### config.mk
export PLATFORM = sky130hd
export DESIGN_NAME = dtsr_top
export DESIGN_NICKNAME = d
export VERILOG_FILES = /design/src/pkg/dtsr_pkg.sv /design/src/logic/dtsr_conv_seq.sv /design/src/logic/dtsr_top.sv
export SDC_FILE = /design/constraint.sdc
export NUM_CORES = 1
export LEC_CHECK = 0
export ABC_AREA = 0
export BUFFER_PORTS_ARGS = -buffer_cell sky130_fd_sc_hd__buf_2
export CAP_MARGIN = 20
export CORE_MARGIN = 5
export CORE_UTILIZATION = 43
export DETAILED_ROUTE_END_ITERATION = 8
export SLEW_MARGIN = 20
export SYNTH_ARGS = -nofsm -noshare
export SYNTH_HDL_FRONTEND = slang
export SYNTH_HIERARCHICAL = 1
export SYNTH_SLANG_ARGS = --single-unit
### constraint.sdc
create_clock -name i_clk -period 11.4 [get_ports i_clk]
set_input_delay 1.14 -clock i_clk [delete_from_list [all_inputs] [get_ports i_clk]]
set_output_delay 1.14 -clock i_clk [all_outputs]
set_load 0.05 [all_outputs]
### src/pkg/dtsr_pkg.sv
`default_nettype none
package dtsr_pkg;
   localparam int unsigned CLK_HZ = 40_000_000;
   // wide enough for the full idle gap between automatic conversions
   localparam int unsigned CNT_W = 26;
   // conversion sequence length, split evenly over the two channels
   localparam int unsigned CONV_TIME_MS = 125;
   localparam int unsigned PHASE_CYC = CONV_TIME_MS * (CLK_HZ / 1000) / 2;
   // idle gap between automatic conversions
   localparam int unsigned RATE_IDLE_MS = 875;
   localparam int unsigned RATE_CYC = RATE_IDLE_MS * (CLK_HZ / 1000);
   // clock-low bus timeout, inside the 25..55 ms window
   localparam int unsigned TIMEOUT_MS = 35;
   localparam int unsigned TIMEOUT_CYC = TIMEOUT_MS * (CLK_HZ / 1000);

   // slave address, value arbitrary
   localparam logic [6:0] DEV_ADDR = 7'h2A;

   localparam logic [7:0] LOCAL_WHOLE_IDX = 8'h00;
   localparam logic [7:0] REMOTE_WHOLE_IDX = 8'h01;
   localparam logic [7:0] STATUS_IDX = 8'h02;
   localparam logic [7:0] CONFIG_IDX = 8'h03;
   localparam logic [7:0] ONESHOT_IDX = 8'h0F;
   localparam logic [7:0] REMOTE_FRAC_IDX = 8'h10;
   localparam logic [7:0] LOCAL_FRAC_IDX = 8'h11;

   localparam int unsigned CFG_STANDBY_BIT = 6;
   localparam int unsigned STATUS_BUSY_BIT = 7;
   localparam logic [7:0] POINTER_RESET = 8'h00;
   localparam logic [7:0] CONFIG_RESET = 8'h00;
   localparam logic [7:0] FAULT_WHOLE = 8'hFF;
   localparam logic [3:0] BYTE_BITS = 4'h8;

   typedef enum logic [3:0] {
      BUS_IDLE, BUS_ADDR, BUS_ADDR_ACK, BUS_CMD, BUS_CMD_ACK,
      BUS_WDATA, BUS_WDATA_ACK, BUS_RDATA, BUS_RDATA_ACK, BUS_IGNORE
   } dtsr_bus_e;

   typedef enum logic [1:0] {
      CONV_IDLE, CONV_LOCAL, CONV_REMOTE
   } dtsr_conv_e;
endpackage : dtsr_pkg
`default_nettype wire

### src/logic/dtsr_conv_seq.sv
`timescale 1ns/1ps
`default_nettype none
module dtsr_conv_seq import dtsr_pkg::*; #(
   parameter int unsigned P_PHASE_CYC = PHASE_CYC,
   parameter int unsigned P_RATE_CYC = RATE_CYC
) (
   input wire logic i_clk,
   input wire logic i_rst_n,
   input wire logic i_standby,
   input wire logic i_oneshot,
   input wire logic [10:0] i_local_sample,
   input wire logic [10:0] i_remote_sample,
   input wire logic i_remote_fault,
   output logic o_busy,
   output logic o_adc_active,
   output logic o_adc_remote,
   output logic [7:0] o_local_whole,
   output logic [7:0] o_local_frac,
   output logic [7:0] o_remote_whole,
   output logic [7:0] o_remote_frac
);
   dtsr_conv_e state;
   logic [CNT_W-1:0] phase_cnt;
   logic [CNT_W-1:0] rate_cnt;
   logic [10:0] local_hold;
   logic standby_q;
   logic oneshot_run;
   logic standby_rise;
   logic auto_due;
   logic phase_end;
   logic start;

   assign standby_rise = i_standby & ~standby_q;
   assign phase_end = (phase_cnt == CNT_W'(P_PHASE_CYC - 1));
   assign auto_due = !i_standby && (rate_cnt >= CNT_W'(P_RATE_CYC - 1));
   // one-shot ignored while a conversion runs
   assign start = (state == CONV_IDLE) && (i_oneshot || auto_due);

   always_ff @(posedge i_clk or negedge i_rst_n) begin
      if (!i_rst_n) begin
         standby_q <= 1'b0;
      end else begin
         standby_q <= i_standby;
      end
   end

   // rate timer: held at zero in standby, restarted by every start
   always_ff @(posedge i_clk or negedge i_rst_n) begin
      if (!i_rst_n) begin
         rate_cnt <= '0;
      end else if (i_standby || start || state != CONV_IDLE) begin
         rate_cnt <= '0;
      end else begin
         rate_cnt <= rate_cnt + CNT_W'(1);
      end
   end

   always_ff @(posedge i_clk or negedge i_rst_n) begin
      if (!i_rst_n) begin
         state <= CONV_IDLE;
         phase_cnt <= '0;
         oneshot_run <= 1'b0;
         local_hold <= '0;
      end else begin
         case (state)
            CONV_IDLE: begin
               phase_cnt <= '0;
               if (start) begin
                  state <= CONV_LOCAL;
                  oneshot_run <= i_oneshot;
               end
            end
            CONV_LOCAL: begin
               if (standby_rise && !oneshot_run) begin
                  state <= CONV_IDLE;
               end else if (phase_end) begin
                  local_hold <= i_local_sample;
                  phase_cnt <= '0;
                  state <= CONV_REMOTE;
               end else begin
                  phase_cnt <= phase_cnt + CNT_W'(1);
               end
            end
            CONV_REMOTE: begin
               if ((standby_rise && !oneshot_run) || phase_end) begin
                  state <= CONV_IDLE;
               end else begin
                  phase_cnt <= phase_cnt + CNT_W'(1);
               end
            end
            default: begin
               state <= CONV_IDLE;
            end
         endcase
      end
   end

   // both channels committed together, whole and fraction in one cycle
   always_ff @(posedge i_clk or negedge i_rst_n) begin
      if (!i_rst_n) begin
         o_local_whole <= '0;
         o_local_frac <= '0;
         o_remote_whole <= '0;
         o_remote_frac <= '0;
      end else if (state == CONV_REMOTE && phase_end && !(standby_rise && !oneshot_run)) begin
         o_local_whole <= local_hold[10:3];
         o_local_frac <= {local_hold[2:0], 5'b0_0000};
         o_remote_whole <= i_remote_fault ? FAULT_WHOLE : i_remote_sample[10:3];
         o_remote_frac <= {i_remote_sample[2:0], 5'b0_0000};
      end
   end

   always_ff @(posedge i_clk or negedge i_rst_n) begin
      if (!i_rst_n) begin
         o_busy <= 1'b0;
         o_adc_active <= 1'b0;
         o_adc_remote <= 1'b0;
      end else begin
         o_busy <= start || (state != CONV_IDLE && !(phase_end && state == CONV_REMOTE)
                   && !(standby_rise && !oneshot_run));
         o_adc_active <= start || (state == CONV_LOCAL && !(standby_rise && !oneshot_run))
                   || (state == CONV_REMOTE && !phase_end && !(standby_rise && !oneshot_run));
         // an abandoned sequence drops the remote phase with the active flag
         o_adc_remote <= !(standby_rise && !oneshot_run)
                   && ((state == CONV_LOCAL && phase_end) || (state == CONV_REMOTE && !phase_end));
      end
   end
endmodule : dtsr_conv_seq
`default_nettype wire

### src/logic/dtsr_top.sv
// Summary of operation
// - each sequence measures local then remote; both results appear together.
// - with standby clear, conversions repeat automatically, paced by the rate timer.
// - status busy bit is set during a conversion, clear otherwise.
// - reads during conversion return the last completed results.
// - config bit 6 set to one enters standby, stopping converter and timer.
// - in standby registers are kept and the slave port keeps answering.
// - one-shot command starts a sequence in either mode.
// - standby during an automatic conversion abandons it without updating temperature registers.
// - a full sequence takes about 125 ms.
// - slave supports write-byte, read-byte, send-byte and receive-byte only.
// - receive-byte returns the register selected by the stored pointer.
// - index 00h gives local, 01h remote whole temperature, 1 C per LSB.
// - data bytes go out most significant bit first.
// - 10h holds remote, 11h local extra bits, 0.125 C resolution.
// - extended registers hold the fraction in bits 7 to 5.
// - main and extended registers of a channel update in one cycle.
// - remote diode fault loads remote main register with all ones.
// - one-shot during conversion is ignored; in free run it restarts the timer.
// - clock held low beyond the bus timeout resets the serial protocol.
`timescale 1ns/1ps
`default_nettype none
module dtsr_top import dtsr_pkg::*; #(
   parameter int unsigned P_PHASE_CYC = PHASE_CYC,
   parameter int unsigned P_RATE_CYC = RATE_CYC,
   parameter int unsigned P_TIMEOUT_CYC = TIMEOUT_CYC
) (
   input wire logic i_clk,
   input wire logic i_rst_n,
   input wire logic i_scl,
   input wire logic i_sda,
   input wire logic [10:0] i_local_sample,
   input wire logic [10:0] i_remote_sample,
   input wire logic i_remote_fault,
   output logic o_sda_out,
   output logic o_sda_oe,
   output logic o_adc_active,
   output logic o_adc_remote
);
   logic rst_meta;
   logic rst_n;
   logic scl_meta;
   logic scl_s;
   logic scl_q;
   logic sda_meta;
   logic sda_s;
   logic sda_q;
   logic scl_rise;
   logic scl_fall;
   logic start_det;
   logic stop_det;
   logic timeout;
   logic [CNT_W-1:0] low_cnt;
   dtsr_bus_e state;
   logic [3:0] bitcnt;
   logic [7:0] shreg;
   logic is_read;
   logic byte_full;
   logic cmd_take;
   logic data_take;
   logic addr_hit;
   logic oneshot_cmd;
   logic cfg_write;
   logic [7:0] pointer;
   logic [7:0] config_reg;
   logic oneshot;
   logic [7:0] rd_byte;
   logic busy;
   logic [7:0] local_whole;
   logic [7:0] local_frac;
   logic [7:0] remote_whole;
   logic [7:0] remote_frac;

   // reset asserts at once and is removed two clocks later
   always_ff @(posedge i_clk or negedge i_rst_n) begin
      if (!i_rst_n) begin
         rst_meta <= 1'b0;
         rst_n <= 1'b0;
      end else begin
         rst_meta <= 1'b1;
         rst_n <= rst_meta;
      end
   end

   // scl: two-flop synchroniser plus an edge stage; idle bus level is high
   always_ff @(posedge i_clk or negedge rst_n) begin
      if (!rst_n) begin
         scl_meta <= 1'b1;
         scl_s <= 1'b1;
         scl_q <= 1'b1;
      end else begin
         scl_meta <= i_scl;
         scl_s <= scl_meta;
         scl_q <= scl_s;
      end
   end

   // sda: same depth as scl so start and stop line up with the clock
   always_ff @(posedge i_clk or negedge rst_n) begin
      if (!rst_n) begin
         sda_meta <= 1'b1;
         sda_s <= 1'b1;
         sda_q <= 1'b1;
      end else begin
         sda_meta <= i_sda;
         sda_s <= sda_meta;
         sda_q <= sda_s;
      end
   end

   assign scl_rise = scl_s & ~scl_q;
   assign scl_fall = ~scl_s & scl_q;
   assign start_det = scl_s & scl_q & sda_q & ~sda_s;
   assign stop_det = scl_s & scl_q & ~sda_q & sda_s;
   assign byte_full = (bitcnt == BYTE_BITS);
   assign timeout = (low_cnt == CNT_W'(P_TIMEOUT_CYC));
   assign cmd_take = scl_fall && state == BUS_CMD && byte_full;
   assign data_take = scl_fall && state == BUS_WDATA && byte_full;
   // decoded bus events
   assign addr_hit = (shreg[7:1] == DEV_ADDR);
   assign oneshot_cmd = cmd_take && (shreg == ONESHOT_IDX);
   assign cfg_write = data_take && (pointer == CONFIG_IDX);

   // clock-low watchdog, saturates at the limit
   always_ff @(posedge i_clk or negedge rst_n) begin
      if (!rst_n) begin
         low_cnt <= '0;
      end else if (scl_s) begin
         low_cnt <= '0;
      end else if (!timeout) begin
         low_cnt <= low_cnt + CNT_W'(1);
      end
   end

   // read mux; a read byte snapshots it whole, so an update cannot tear it
   always_comb begin
      case (pointer)
         LOCAL_WHOLE_IDX: rd_byte = local_whole;
         REMOTE_WHOLE_IDX: rd_byte = remote_whole;
         STATUS_IDX: rd_byte = 8'(busy) << STATUS_BUSY_BIT;
         CONFIG_IDX: rd_byte = config_reg;
         REMOTE_FRAC_IDX: rd_byte = remote_frac;
         LOCAL_FRAC_IDX: rd_byte = local_frac;
         default: rd_byte = 8'h00;
      endcase
   end

   // direction bit of the address just acknowledged
   always_ff @(posedge i_clk or negedge rst_n) begin
      if (!rst_n) begin
         is_read <= 1'b0;
      end else if (scl_fall && state == BUS_ADDR && byte_full && addr_hit) begin
         is_read <= shreg[0];
      end
   end

   // protocol engine: samples on rising scl, drives on falling scl
   always_ff @(posedge i_clk or negedge rst_n) begin
      if (!rst_n) begin
         state <= BUS_IDLE;
         bitcnt <= '0;
         shreg <= '0;
         o_sda_oe <= 1'b0;
      end else if (start_det) begin
         state <= BUS_ADDR;
         bitcnt <= '0;
         o_sda_oe <= 1'b0;
      end else if (stop_det || timeout) begin
         state <= BUS_IDLE;
         bitcnt <= '0;
         o_sda_oe <= 1'b0;
      end else if (scl_rise) begin
         case (state)
            BUS_ADDR, BUS_CMD, BUS_WDATA: begin
               shreg <= {shreg[6:0], sda_s};
               bitcnt <= bitcnt + 4'h1;
            end
            BUS_RDATA: begin
               bitcnt <= bitcnt + 4'h1;
            end
            BUS_RDATA_ACK: begin
               state <= BUS_IGNORE;
            end
            default: begin
            end
         endcase
      end else if (scl_fall) begin
         case (state)
            BUS_ADDR: begin
               if (byte_full) begin
                  if (addr_hit) begin
                     o_sda_oe <= 1'b1;
                     state <= BUS_ADDR_ACK;
                  end else begin
                     state <= BUS_IGNORE;
                  end
               end
            end
            BUS_ADDR_ACK: begin
               bitcnt <= '0;
               if (is_read) begin
                  shreg <= rd_byte;
                  o_sda_oe <= ~rd_byte[7];
                  state <= BUS_RDATA;
               end else begin
                  o_sda_oe <= 1'b0;
                  state <= BUS_CMD;
               end
            end
            BUS_CMD: begin
               if (byte_full) begin
                  o_sda_oe <= 1'b1;
                  state <= BUS_CMD_ACK;
               end
            end
            BUS_CMD_ACK: begin
               o_sda_oe <= 1'b0;
               bitcnt <= '0;
               state <= BUS_WDATA;
            end
            BUS_WDATA: begin
               if (byte_full) begin
                  o_sda_oe <= 1'b1;
                  state <= BUS_WDATA_ACK;
               end
            end
            BUS_WDATA_ACK: begin
               o_sda_oe <= 1'b0;
               state <= BUS_IGNORE;
            end
            BUS_RDATA: begin
               if (byte_full) begin
                  o_sda_oe <= 1'b0;
                  state <= BUS_RDATA_ACK;
               end else begin
                  shreg <= {shreg[6:0], 1'b0};
                  o_sda_oe <= ~shreg[6];
               end
            end
            default: begin
               o_sda_oe <= 1'b0;
            end
         endcase
      end
   end

   // open-drain pin: value always low, the enable does the driving
   always_ff @(posedge i_clk or negedge rst_n) begin
      if (!rst_n) begin
         o_sda_out <= 1'b0;
      end else begin
         o_sda_out <= 1'b0;
      end
   end

   // pointer persists across transactions for receive-byte
   always_ff @(posedge i_clk or negedge rst_n) begin
      if (!rst_n) begin
         pointer <= POINTER_RESET;
      end else if (cmd_take) begin
         pointer <= shreg;
      end
   end

   always_ff @(posedge i_clk or negedge rst_n) begin
      if (!rst_n) begin
         config_reg <= CONFIG_RESET;
      end else if (cfg_write) begin
         config_reg <= shreg;
      end
   end

   always_ff @(posedge i_clk or negedge rst_n) begin
      if (!rst_n) begin
         oneshot <= 1'b0;
      end else begin
         oneshot <= oneshot_cmd;
      end
   end

   // converter keeps registers in standby; slave logic never gated by it
   dtsr_conv_seq #(
      .P_PHASE_CYC(P_PHASE_CYC),
      .P_RATE_CYC(P_RATE_CYC)
   ) u_conv (
      .i_clk(i_clk),
      .i_rst_n(rst_n),
      .i_standby(config_reg[CFG_STANDBY_BIT]),
      .i_oneshot(oneshot),
      .i_local_sample(i_local_sample),
      .i_remote_sample(i_remote_sample),
      .i_remote_fault(i_remote_fault),
      .o_busy(busy),
      .o_adc_active(o_adc_active),
      .o_adc_remote(o_adc_remote),
      .o_local_whole(local_whole),
      .o_local_frac(local_frac),
      .o_remote_whole(remote_whole),
      .o_remote_frac(remote_frac)
   );
endmodule : dtsr_top
`default_nettype wire

==> After elaboration in Yosys (flattened, before gate mapping) <==
Cells that the tools add are included.
{ "op_classes": {"n_addsub": 4, "n_lt_le_gt_ge": 1, "n_eq_ne": 39, "muxes": 48, "bitwise_logic": 18, "n_reduce_logical": 57} }
{ "ops": {"columns": ["cell", "n"], "rows": [
  ["$mux 26", 6],
  ["$add 26x1->26 const B", 3],
  ["$pmux 26 s3", 1],
  ["$mux 4", 16],
  ["$mux 8", 6],
  ["$pmux 8 s6", 1],
  ["$pmux 4 s7", 1],
  ["$eq 26x21->1 const B", 1],
  ["$eq 26x22->1 const B", 1],
  ["$ge 26x26->1 const B", 1],
  ["$logic_and 1x1->1", 21],
  ["$eq 4x3->1 const B", 4],
  ["$eq 8x2->1 const B", 2],
  ["$eq 8x5->1 const B", 2],
  ["$pmux 8 s2", 1],
  ["$ne 5x4->1 const B", 3],
  ["$reduce_and 7->1", 2],
  ["$reduce_and 3->1", 4],
  ["$not 1->1", 10],
  ["$reduce_bool 10->1", 1],
  ["$logic_or 1x1->1", 9],
  ["$mux 1", 9],
  ["$reduce_bool 3->1", 3],
  ["$and 1x1->1", 8],
  ["other kinds (31)", 51]
]} }
{ "totals": {"register_bits": 161, "in_bits": 27, "out_inout_bits": 4, "word_cells": 197} }

==> Longest topological paths before layout <==
Gate-level depths: netlist of run 1.
{ "logic_depth": {"word_depth": 9, "ltp_mapped": 8} }

==> By module <==
The synthesis of run 1 kept the hierarchy.
{ "by_module_without_submodules": {"columns": ["mod", "instances", "cells_per_inst", "area_per_inst_um2"], "rows": [
  ["dtsr_conv_seq", 1, 430, 4459.3],
  ["dtsr_top", 1, 390, 3955.0]
]} }

==> Least setup slack after synthesis of run 1 <==
OpenSTA, ideal clock, no wires.
{ "synth_path": {"path_type": "register -> register", "startpoint": "register scl_s", "endpoint": "register shreg[0]", "t_arrival_ns": 2.198, "path_slack_ns": 9.077, "stages_incl_launch_ff": 6, "path_buffers": 1, "synth_period_minus_slack_ns": 2.323, "cell_sequence": "dfstp_2 clkbuf_1 inv_1 ha_1 nor4_2 mux2_2"} }
{ "synth_via": {"elab_chain_len": 6, "elab_cells_between_ends": 18} }
{ "synth_rtl": {"columns": ["item", "line_no", "text"], "rows": [
  ["start, declared", "dtsr_top.sv:43", "logic scl_s;"],
  ["start signal, assigned", "dtsr_top.sv:93", "scl_s <= scl_meta;"],
  ["$and 1x1->1", "dtsr_top.sv:113, dtsr_top.sv:114", null],
  ["$and 1x1->1 (2 in series)", "dtsr_top.sv:114", "assign stop_det = scl_s & scl_q & ~sda_q & sda_s;"],
  ["$logic_or 1x1->1", "dtsr_top.sv:168", "end else if (stop_det || timeout) begin"],
  ["$not 1->1 (no source line)", null, null],
  ["$reduce_and 7->1 (no source line)", null, null],
  ["end signal, assigned", "dtsr_top.sv:175", "shreg <= {shreg[6:0], sda_s};"],
  ["end signal, assigned", "dtsr_top.sv:202", "shreg <= rd_byte;"],
  ["end signal, assigned", "dtsr_top.sv:236", "shreg <= {shreg[6:0], 1'b0};"],
  ["end, declared", "dtsr_top.sv:56", "logic [7:0] shreg;"]
]} }
Several ways; a longest one is shown, not always the timed one.
A chain may end at the register's enable or synchronous reset.

==> Worst setup path in the final report of run 1 <==
{ "layout_path": {"startpoint": "register scl_s", "endpoint": "register shreg[3]"} }
The elaborated chain is that of the path after synthesis.

==> run_results.csv, run 1 <==
group,metric,value,unit
outcome,outcome,"finished, final reports clean",
timing,fmax,330,MHz
layout,area_delta_synth_final,10.3,%
routing,first_pass_iters,5,
clock_tree,cts.path.max_buffers,2,
timing,setup_ws,8.37,ns
routing,drt-total-wl,17200,um
pwr,power-per-cell-area,134,nW/um2
routing,wl_per_cell,15.4,um
clock_tree,cts.clk_slew.worst_paths,0.07,ns
placement,port_buffers,29,
clock_tree,cts_tree,"built",
layout,fin_util,48.0,%
yosys,synth-seq-cells,161,
global_routing,grtUsageTotal,16.0,%
routing,vias_per_cell,5.44,
timing,hold_viol,0,
min_path,min_path_type,"flop to asynchronous set/reset pin",
timing,slew_headroom,31.3,%
yosys,ys.flop_type,"dfrtp_1",
yosys,yosys.area.top_type,"dfrtp_1",
layout,drive_above_1_share,16.1,%
die,io_pins,31,
clock_tree,numCtsBuffers,17,
worst_setup_path,worstPathMaxFanout,30,
routing,route.detailed.drc,0,
timing,fin_crit,3.03,ns
global_routing,grt_pass1_vias,5884,
worst_setup_path,slowest_stage,"dfstp_2",
global_routing,grt_pass1_wl,29400,um
job,cap_violations,0,
yosys,yosysSeqAreaShare,48.0,%
routing,vias,6084,
clock_tree,post_cts_buffers,0,
global_routing,antenna_found_initial,0,
timing,tightest_slew,1.02,ns
timing,fin_crit_sh,26.6,%
routing,drt-initial-drc-count,340,
clock_tree,clk_latency,0.43,ns
yosys,synth.top_cell.area_share,46.1,%
yosys,netlist_instances,820,
layout,top_regs,"low_cnt (26), u_conv/phase_cnt (26), u_conv/rate_cnt (26)",
pwr,finalPower,1.24,mW
yosys,yosys-top-cells-area,"dfrtp_1 46%, mux2_2 5.6%, nor2_1 4.5%",
die,die-area,22500,um2
timing,setup-tns-final,0,ns
yosys,syn_avg_cell_area,10.3,um2
placement,hpwl,11400,um
worst_setup_path,crit_arrival,3.33,ns
yosys,yosys_warnings,6,
clock_tree,cts-hold-fix-buffers,0,
layout,antenna_cells,0,
pwr,p_leak,3.97,nW
timing,final-setup-viol-count,0,
die,die_h,150,um
yosys,syn_area,8410,um2
worst_setup_path,max_stage_delay,0.87,ns
die,die_w,150,um
pwr,vdd_drop_max,0.102,mV
clock_tree,cts.root.buffer_cell,"clkbuf_16",
timing,rsz0062_at_grt,"no",
global_routing,grt_max_degree,67,
yosys,synth_edf_count,0,
layout,fin_nets,880,
clock_tree,clock_sinks,161,
timing,fin_skew,0.0138,ns
layout,layoutNonFillerInstCount,1118,
layout,num-fill-cells,1809,
yosys,ys_types,77,
yosys,async_reset_ff_share,100,%
global_routing,gr-total-overflow,0,
worst_setup_path,cp-end-kind,"flop",
placement,dp.cells,1085,
worst_setup_path,crit_path_start_kind,"flop",
yosys,synth_common_cells,"155 x dfrtp_1, 100 x nor2_1, 54 x nand2_1, 42 x mux2_2, 40 x nand3_1",
worst_setup_path,crit_chain,"ha_1 > nand2_1 > a21oi_1 > a31oi_1 > nor4_2 > mux2_2",
placement,pre_cts_slack,8.35,ns
die,core,19300,um2
routing,postRouteAntennaNets,0,
die,core.rowCount,51,
timing,slew_violations,0,
worst_setup_path,required,11.70,ns
clock_tree,cts-htree-levels,4,
worst_setup_path,path_class,"flop to flop",
yosys,synth.most_common_cell,"dfrtp_1",
placement,gp_congestion,0.796,
clock_tree,cts_resized,0,
die,start_util,43.5,%
==> through the flow <==
| step | cell area (um2) | hold WS, ns |
|---|---|---|
| after global routing | 9280 | 0.327 |
| after floorplan | 8450 | 0.331 |
| after CTS | 9260 | 0.308 |
| after detailed placement | 8710 | 0.302 |
| final | 9280 | 0.280 |
| after global placement | 8710 | 0.307 |
==> routing by layer <==
metal	global-route usage, %	wire length, um
met5	0	0
met4	4.76	188
met3	3.30	491
met2	25.0	8200
met1	22.6	8310
==> final cells by class <==
type                            instances  area [um2]  area share, %
Multi-Input combinational cell        603        4060           43.8
Sequential cell                       161        4040           43.5
Clock buffer                           24         472           5.08
Tap cell                              265         332           3.57
Timing Repair Buffer                   38         220           2.37
Clock inverter                          8        82.6          0.890
Inverter                               19        71.3          0.769
==> cell usage in the layout (no fill, tap or decap), drive strengths merged, types with 4 or more instances in the layout <==
| cell type | instances |
|---|---|
| dfrtp | 155 |
| nor2 | 100 |
| mux2 | 56 |
| nand2 | 54 |
| nand3 | 40 |
| buf | 38 |
| o21ai | 35 |
| a21oi | 31 |
| xnor2 | 29 |
| xor2 | 28 |
| clkbuf | 24 |
| nor3 | 21 |
| inv | 20 |
| and3 | 19 |
| nand4 | 18 |
| ha | 13 |
| conb | 12 |
| nor4b | 10 |
| mux2i | 9 |
| or3 | 9 |
| nor3b | 9 |
| nor4 | 8 |
| o31ai | 8 |
| or4 | 6 |
| and4 | 6 |
| dfstp | 6 |
| nand4b | 5 |
| and2 | 5 |
| or2 | 5 |
| a221o | 5 |
| clkinv | 5 |
| nor2b | 4 |
| nand3b | 4 |
| a2111o | 4 |
| a31oi | 4 |
| o41ai | 4 |
==> worst paths after layout <==
kind	startpoint	to	slack, ns	depth (start not counted)
min reg2reg	rst_n	u_conv/o_remote_frac[6]	0.28	0
max in group asynchronous	rst_n	u_conv/state[0]	9.15	2
min in group i_clk	sda_meta	sda_s	0.36	0
max reg2reg	scl_s	shreg[3]	8.37	6
max	scl_s	shreg[3]	8.37	6
min	rst_n	u_conv/o_remote_frac[6]	0.28	0
==> logic make-up after synthesis <==
| family | share of synthesized area (%) |
|---|---|
| AND/OR/NAND/NOR | 20.9 |
| flip-flops | 48.0 |
| AO/OA/AOI/OAI | 9.81 |
| multiplexers | 9.10 |
| buffers and inverters | 4.24 |
| XOR/XNOR | 5.93 |
| adder cells (fa/ha/maj) | 1.93 |
| other | 0.134 |
==> where the power goes <==
part	switching [mW]	internal, mW	leakage (nW)	total (mW)
combinational	0.0492	0.0329	1.56	0.0822
sequential	0.0280	0.587	2.14	0.615
clock	0.234	0.314	0.269	0.547
==> worst max-delay path, delay by kind of cell (launching register included) <==
| family | cells | cell delay (ns) |
|---|---|---|
| simple gates | 2 | 0.86 |
| mux | 1 | 0.42 |
| flops | 1 | 0.87 |
| fa+ha+maj | 1 | 0.55 |
| compound gates | 2 | 0.19 |
No activity file was read; power rests on OpenSTA's default activity.
==> run 2, diff against run 1 <==
- clock period: 11.4 -> 3.1 ns (I/O delays scaled with it)
==> run_results.csv, run 2 (same netlist as run 1, synthesis figures left out) <==
group,metric,value,unit
routing,postRouteAntennaNets,0,
clock_tree,clk_latency,0.43,ns
timing,final-setup-viol-count,0,
global_routing,grt_max_degree,58,
worst_setup_path,reg2reg_depth,6,
global_routing,antenna_found_initial,1,
die,start_util,43.5,%
timing,rsz0062_at_grt,"no",
worst_setup_path,cp-end-kind,"flop",
layout,drive_above_1_share,17.6,%
worst_setup_path,crit_buf_inv,1,
timing,hold_viol,0,
worst_setup_path,crit_chain,"nor4b_1 > nand4_2 > or3_1 > nor3b_4 > buf_4 > mux2_1",
clock_tree,cts.path.max_buffers,2,
timing,slew_violations,0,
layout,fin_nets,893,
die,die-area,22500,um2
global_routing,grt_pass1_vias,5833,
routing,route.detailed.drc,0,
worst_setup_path,timing.rr.end,"u_conv/o_local_whole[3]",
layout,layout_common_cells,"154 x dfrtp_1, 100 x nor2_1, 54 x nand2_1",
layout,multi_input_area,4070,um2
pwr,vdd_drop_max,0.370,mV
outcome,outcome,"finished, final reports clean",
die,core,19300,um2
pwr,power-per-cell-area,489,nW/um2
timing,fin_crit_sh,83.7,%
worst_setup_path,r2r_start,"u_conv/phase_cnt[20]",
timing,fmax,385,MHz
timing,fin_skew,0.0102,ns
worst_setup_path,slowest_stage,"or3_1",
die,io_pins,31,
placement,gp_congestion,0.786,
layout,design_area,9410,um2
worst_setup_path,ff2ff_setup_slack,0.50,ns
timing,tightest_slew,0.754,ns
layout,area_delta_synth_final,11.9,%
die,die_w,150,um
placement,port_buffers,29,
die,core.rowCount,51,
layout,antenna_cells,0,
clock_tree,numCtsBuffers,17,
worst_setup_path,worstSetupStartpoint,"u_conv/phase_cnt[20]",
pwr,finalPower,4.61,mW
clock_tree,cts.clk_slew.worst_paths,0.06,ns
global_routing,grtUsageTotal,16.3,%
worst_setup_path,crit_path_start_kind,"flop",
placement,postPlaceCellArea,8800,um2
routing,vias_per_cell,5.29,
layout,top_regs,"low_cnt (26), u_conv/phase_cnt (26), u_conv/rate_cnt (26)",
routing,drt-total-wl,17400,um
job,cap_violations,0,
worst_setup_path,crit_arrival,2.90,ns
clock_tree,post_cts_buffers,0,
worst_setup_path,path_class,"flop to flop",
clock_tree,cts_resized,0,
timing,fin_crit,2.60,ns
worst_setup_path,required,3.41,ns
routing,first_pass_iters,6,
placement,hpwl,11800,um
global_routing,grt_pass1_wl,29700,um
worst_setup_path,max_stage_delay,0.49,ns
die,die_h,150,um
layout,seqCellArea,4040,um2
timing,slew_headroom,49.7,%
routing,wl_per_cell,15.4,um
clock_tree,clock_sinks,161,
layout,layoutNonFillerInstCount,1131,
timing,whs,0.103,ns
clock_tree,cts_tree,"built",
worst_setup_path,worst-path-stages,6,
worst_setup_path,setup.worst_path.end,"u_conv/o_local_whole[3]",
routing,drt-initial-drc-count,370,
worst_setup_path,worstPathMaxFanout,24,
placement,dp.cells,1096,
worst_setup_path,cpLargestDelayFamily,"simple AND/OR/NAND/NOR gates",
layout,num-fill-cells,1805,
clock_tree,cts-htree-levels,4,
pwr,p_leak,4.04,nW
routing,vias,5986,
clock_tree,cts.root.buffer_cell,"clkbuf_16",
min_path,min_path_type,"input pin to flop",
layout,mostFrequentLayoutCell,"dfrtp_1",
timing,setup-tns-final,0,ns
global_routing,gr-total-overflow,0,
[run 2: how the worst min path moves through the flow]
stage / slack (ns) / start / endpoint / depth (start not counted)
4_1_cts: 0.08 / i_remote_sample[1] / u_conv/o_remote_frac[6] / 2
6_report: 0.10 / i_remote_sample[2] / u_conv/o_remote_frac[7] / 2
3_5_place_dp: 0.10 / i_rst_n / rst_n / 1
3_3_place_gp: 0.1 / i_rst_n / rst_meta / 1
5_1_grt: 0.1 / i_remote_sample[1] / u_conv/o_remote_frac[6] / 2
2_1_floorplan: 0.01 / i_rst_n / rst_meta / 0
[run 2: repair_timing]
action | 4_1_cts | 5_1_grt
endpoints found under the setup margin | 0 | 0
hold buffers | 3 | 0
hold endpoints to repair | 4 | 0
[run 2: cell type report]
cell class,count,area share (%)
Clock buffer,18,4.67
Timing Repair Buffer,51,3.51
Tap cell,265,3.52
Inverter,19,0.758
Sequential cell,161,42.9
Multi-Input combinational cell,603,43.2
Clock inverter,14,1.37
[run 2: worst reg2reg max path: stages (launching register included)]
cell and delay (ns):
dfrtp_1 0.40, nor4b_1 0.42, nand4_2 0.32, or3_1 0.49, nor3b_4 0.18, buf_4 0.31
mux2_1 0.36
[run 2: power by group]
group          internal (mW)  switching [mW]  leakage (nW)
sequential              2.16           0.106          2.14
clock                   1.14           0.898         0.274
combinational          0.128           0.178          1.63
total                   3.43            1.18          4.04
[run 2: through the flow]
stage	worst slack (ns)	util, %
after floorplan	0.441	-
after global placement	0.288	45.5
after detailed placement	0.313	45.5
after CTS	0.297	48.6
after global routing	0.348	48.7
final	0.504	48.7
[run 2: routing by layer]
metal / vias up / wire, um / GRT usage, %
met5: - / 13 / 0
met2: 52 / 8220 / 25.0
met4: 2 / 214 / 4.76
li1: 2978 / - / -
met3: 17 / 452 / 3.45
met1: 2937 / 8520 / 23.4
==> run 3, diff against run 2 <==
- clock period: 3.1 -> 2.4 ns (I/O delays scaled with it)
==> run_results.csv, run 3 (same netlist as run 1, synthesis figures left out) <==
group,metric,value,unit
outcome,outcome,"finished, final reports clean",
worst_setup_path,worstPathMaxFanout,30,
die,die_h,150,um
routing,postRouteAntennaNets,0,
global_routing,grt_max_degree,73,
placement,gp_congestion,0.819,
timing,slew_headroom,56.6,%
timing,hold_viol,0,
timing,fmax,442,MHz
routing,met1_length,8550,um
timing,fin_crit_sh,94.3,%
clock_tree,clock_sinks,161,
clock_tree,cts.root.buffer_cell,"clkbuf_16",
timing,fin_crit,2.26,ns
job,cap_violations,0,
placement,port_buffers,29,
routing,wl_met2,8460,um
global_routing,grt_pass1_vias,6029,
routing,vias,6254,
layout,antenna_cells,0,
clock_tree,cts_tree,"built",
pwr,sequentialPowerShare,48.2,%
pwr,power-per-cell-area,613,nW/um2
routing,drt-initial-drc-count,297,
die,die_w,150,um
timing,setup-tns-final,0,ns
timing,tightest_slew,0.646,ns
placement,hpwl,12400,um
die,die-area,22500,um2
pwr,power.internal,4.49,mW
routing,drt-total-wl,17800,um
routing,wl_met3,544,um
clock_tree,cts.path.max_buffers,2,
min_path,min_path_type,"input pin to flop",
layout,num-fill-cells,1777,
layout,layout_common_cells,"154 x dfrtp_1, 99 x nor2_1, 54 x nand2_1",
worst_setup_path,required,2.70,ns
worst_setup_path,path_class,"flop to flop",
layout,design_area,9770,um2
die,io_pins,31,
clock_tree,cts.clk_slew.worst_paths,0.06,ns
worst_setup_path,crit_arrival,2.57,ns
layout,top_regs,"low_cnt (26), u_conv/phase_cnt (26), u_conv/rate_cnt (26)",
routing,first_pass_iters,5,
pwr,power_switching,1.50,mW
die,core,19300,um2
worst_setup_path,crit_path_start_kind,"flop",
layout,area_delta_synth_final,16.1,%
global_routing,grt_pass1_wl,30200,um
timing,fin_skew,0.0139,ns
timing,whs,0.0342,ns
layout,fin_nets,924,
placement,postPlaceCellArea,9090,um2
routing,route.detailed.drc,0,
routing,dr.max_layer_used,"met4",
global_routing,grtUsageTotal,16.5,%
die,start_util,43.5,%
pwr,swShare,25.0,%
pwr,p_leak,4.22,nW
clock_tree,post_cts_buffers,0,
pwr,vdd_drop_max,0.461,mV
global_routing,gr-total-overflow,0,
layout,fin_util,50.5,%
die,core.rowCount,51,
pwr,p_comb_share,8.0,%
timing,final-setup-viol-count,0,
global_routing,antenna_found_initial,0,
layout,mostFrequentLayoutCell,"dfrtp_1",
pwr,clkPwrFrac,43.8,%
clock_tree,cts-htree-levels,4,
routing,wl_per_cell,15.3,um
worst_setup_path,cp-end-kind,"flop",
pwr,finalPower,5.99,mW
clock_tree,numCtsBuffers,17,
clock_tree,clk_latency,0.43,ns
timing,slew_violations,0,
routing,vias_per_cell,5.38,
layout,drive_above_1_share,21.3,%
run 3: changes by cell type in the layout (fill, tap and decap cells not counted), moves of 2 or more:
cell	delta
clkinv_4	+3
clkinv_2	-3
nand3_2	+2
nor3b_2	+2
buf_12	+4
nand3_1	-2
nor4b_1	-3
buf_4	+27
nor4b_2	+3
nor3b_1	-2
clkbuf_8	+5
inv_6	-4
run 3: layout make-up:
cell class / count / area (um2) / share of cell area [%]
Timing Repair Buffer: 82 / 613 / 6.27
Inverter: 19 / 71.3 / 0.730
Sequential cell: 161 / 4040 / 41.3
Clock buffer: 24 / 512 / 5.24
Multi-Input combinational cell: 603 / 4140 / 42.3
Clock inverter: 8 / 67.6 / 0.691
Tap cell: 265 / 332 / 3.39
run 3: worst max-delay path, cell delays in order (launching register included):
cell,delay (ns)
dfrtp_1,0.44
nor4b_2,0.33
nand4_2,0.15
or3_1,0.44
nor3b_4,0.23
buf_12,0.21
mux2_1,0.33
run 3: power groups by stage:
stage	logic (mW)	clock network [mW]	registers (mW)
global placement	0.474	0	2.94
detailed placement	0.475	0	2.94
CTS	0.485	2.70	2.89
floorplan	0.315	0	2.95
global route	0.549	2.82	2.90
finish	0.481	2.62	2.89
run 3: through the flow:
step | instances | worst slack, ns
final | 1162 | 0.136
after detailed placement | 1127 | -0.0114
after CTS | 1162 | 0.0348
after global routing | 1162 | -0.0439
after floorplan | 829 | 0.0769
after global placement | 1127 | 0.0135
run 3: timing repair:
action	in CTS	in global routing
hold endpoints to repair	4	0
hold buffers	3	0
endpoints found under the setup margin	8	26
pin swaps	0	1
resized for setup	1	11
run 3: per-layer routing:
| layer | global-route usage, % | up-vias |
|---|---|---|
| met1 | 23.3 | 3094 |
| met3 | 3.54 | 25 |
| met2 | 25.7 | 90 |
| met5 | 0 | - |
| li1 | - | 3045 |
| met4 | 4.85 | 0 |
run 3: worst paths after layout:
kind / from / endpoint / slack (ns) / cells past startpoint
max: u_conv/phase_cnt[15] / u_conv/o_local_whole[6] / 0.14 / 6
min: i_remote_sample[2] / u_conv/o_remote_frac[7] / 0.03 / 2
max reg2reg: u_conv/phase_cnt[15] / u_conv/o_local_whole[6] / 0.14 / 6
min reg2reg: rst_n / u_conv/local_hold[1] / 0.16 / 0
max in group asynchronous: rst_n / sda_meta / 1.57 / 1
min in group asynchronous: i_rst_n / rst_n / 0.12 / 2
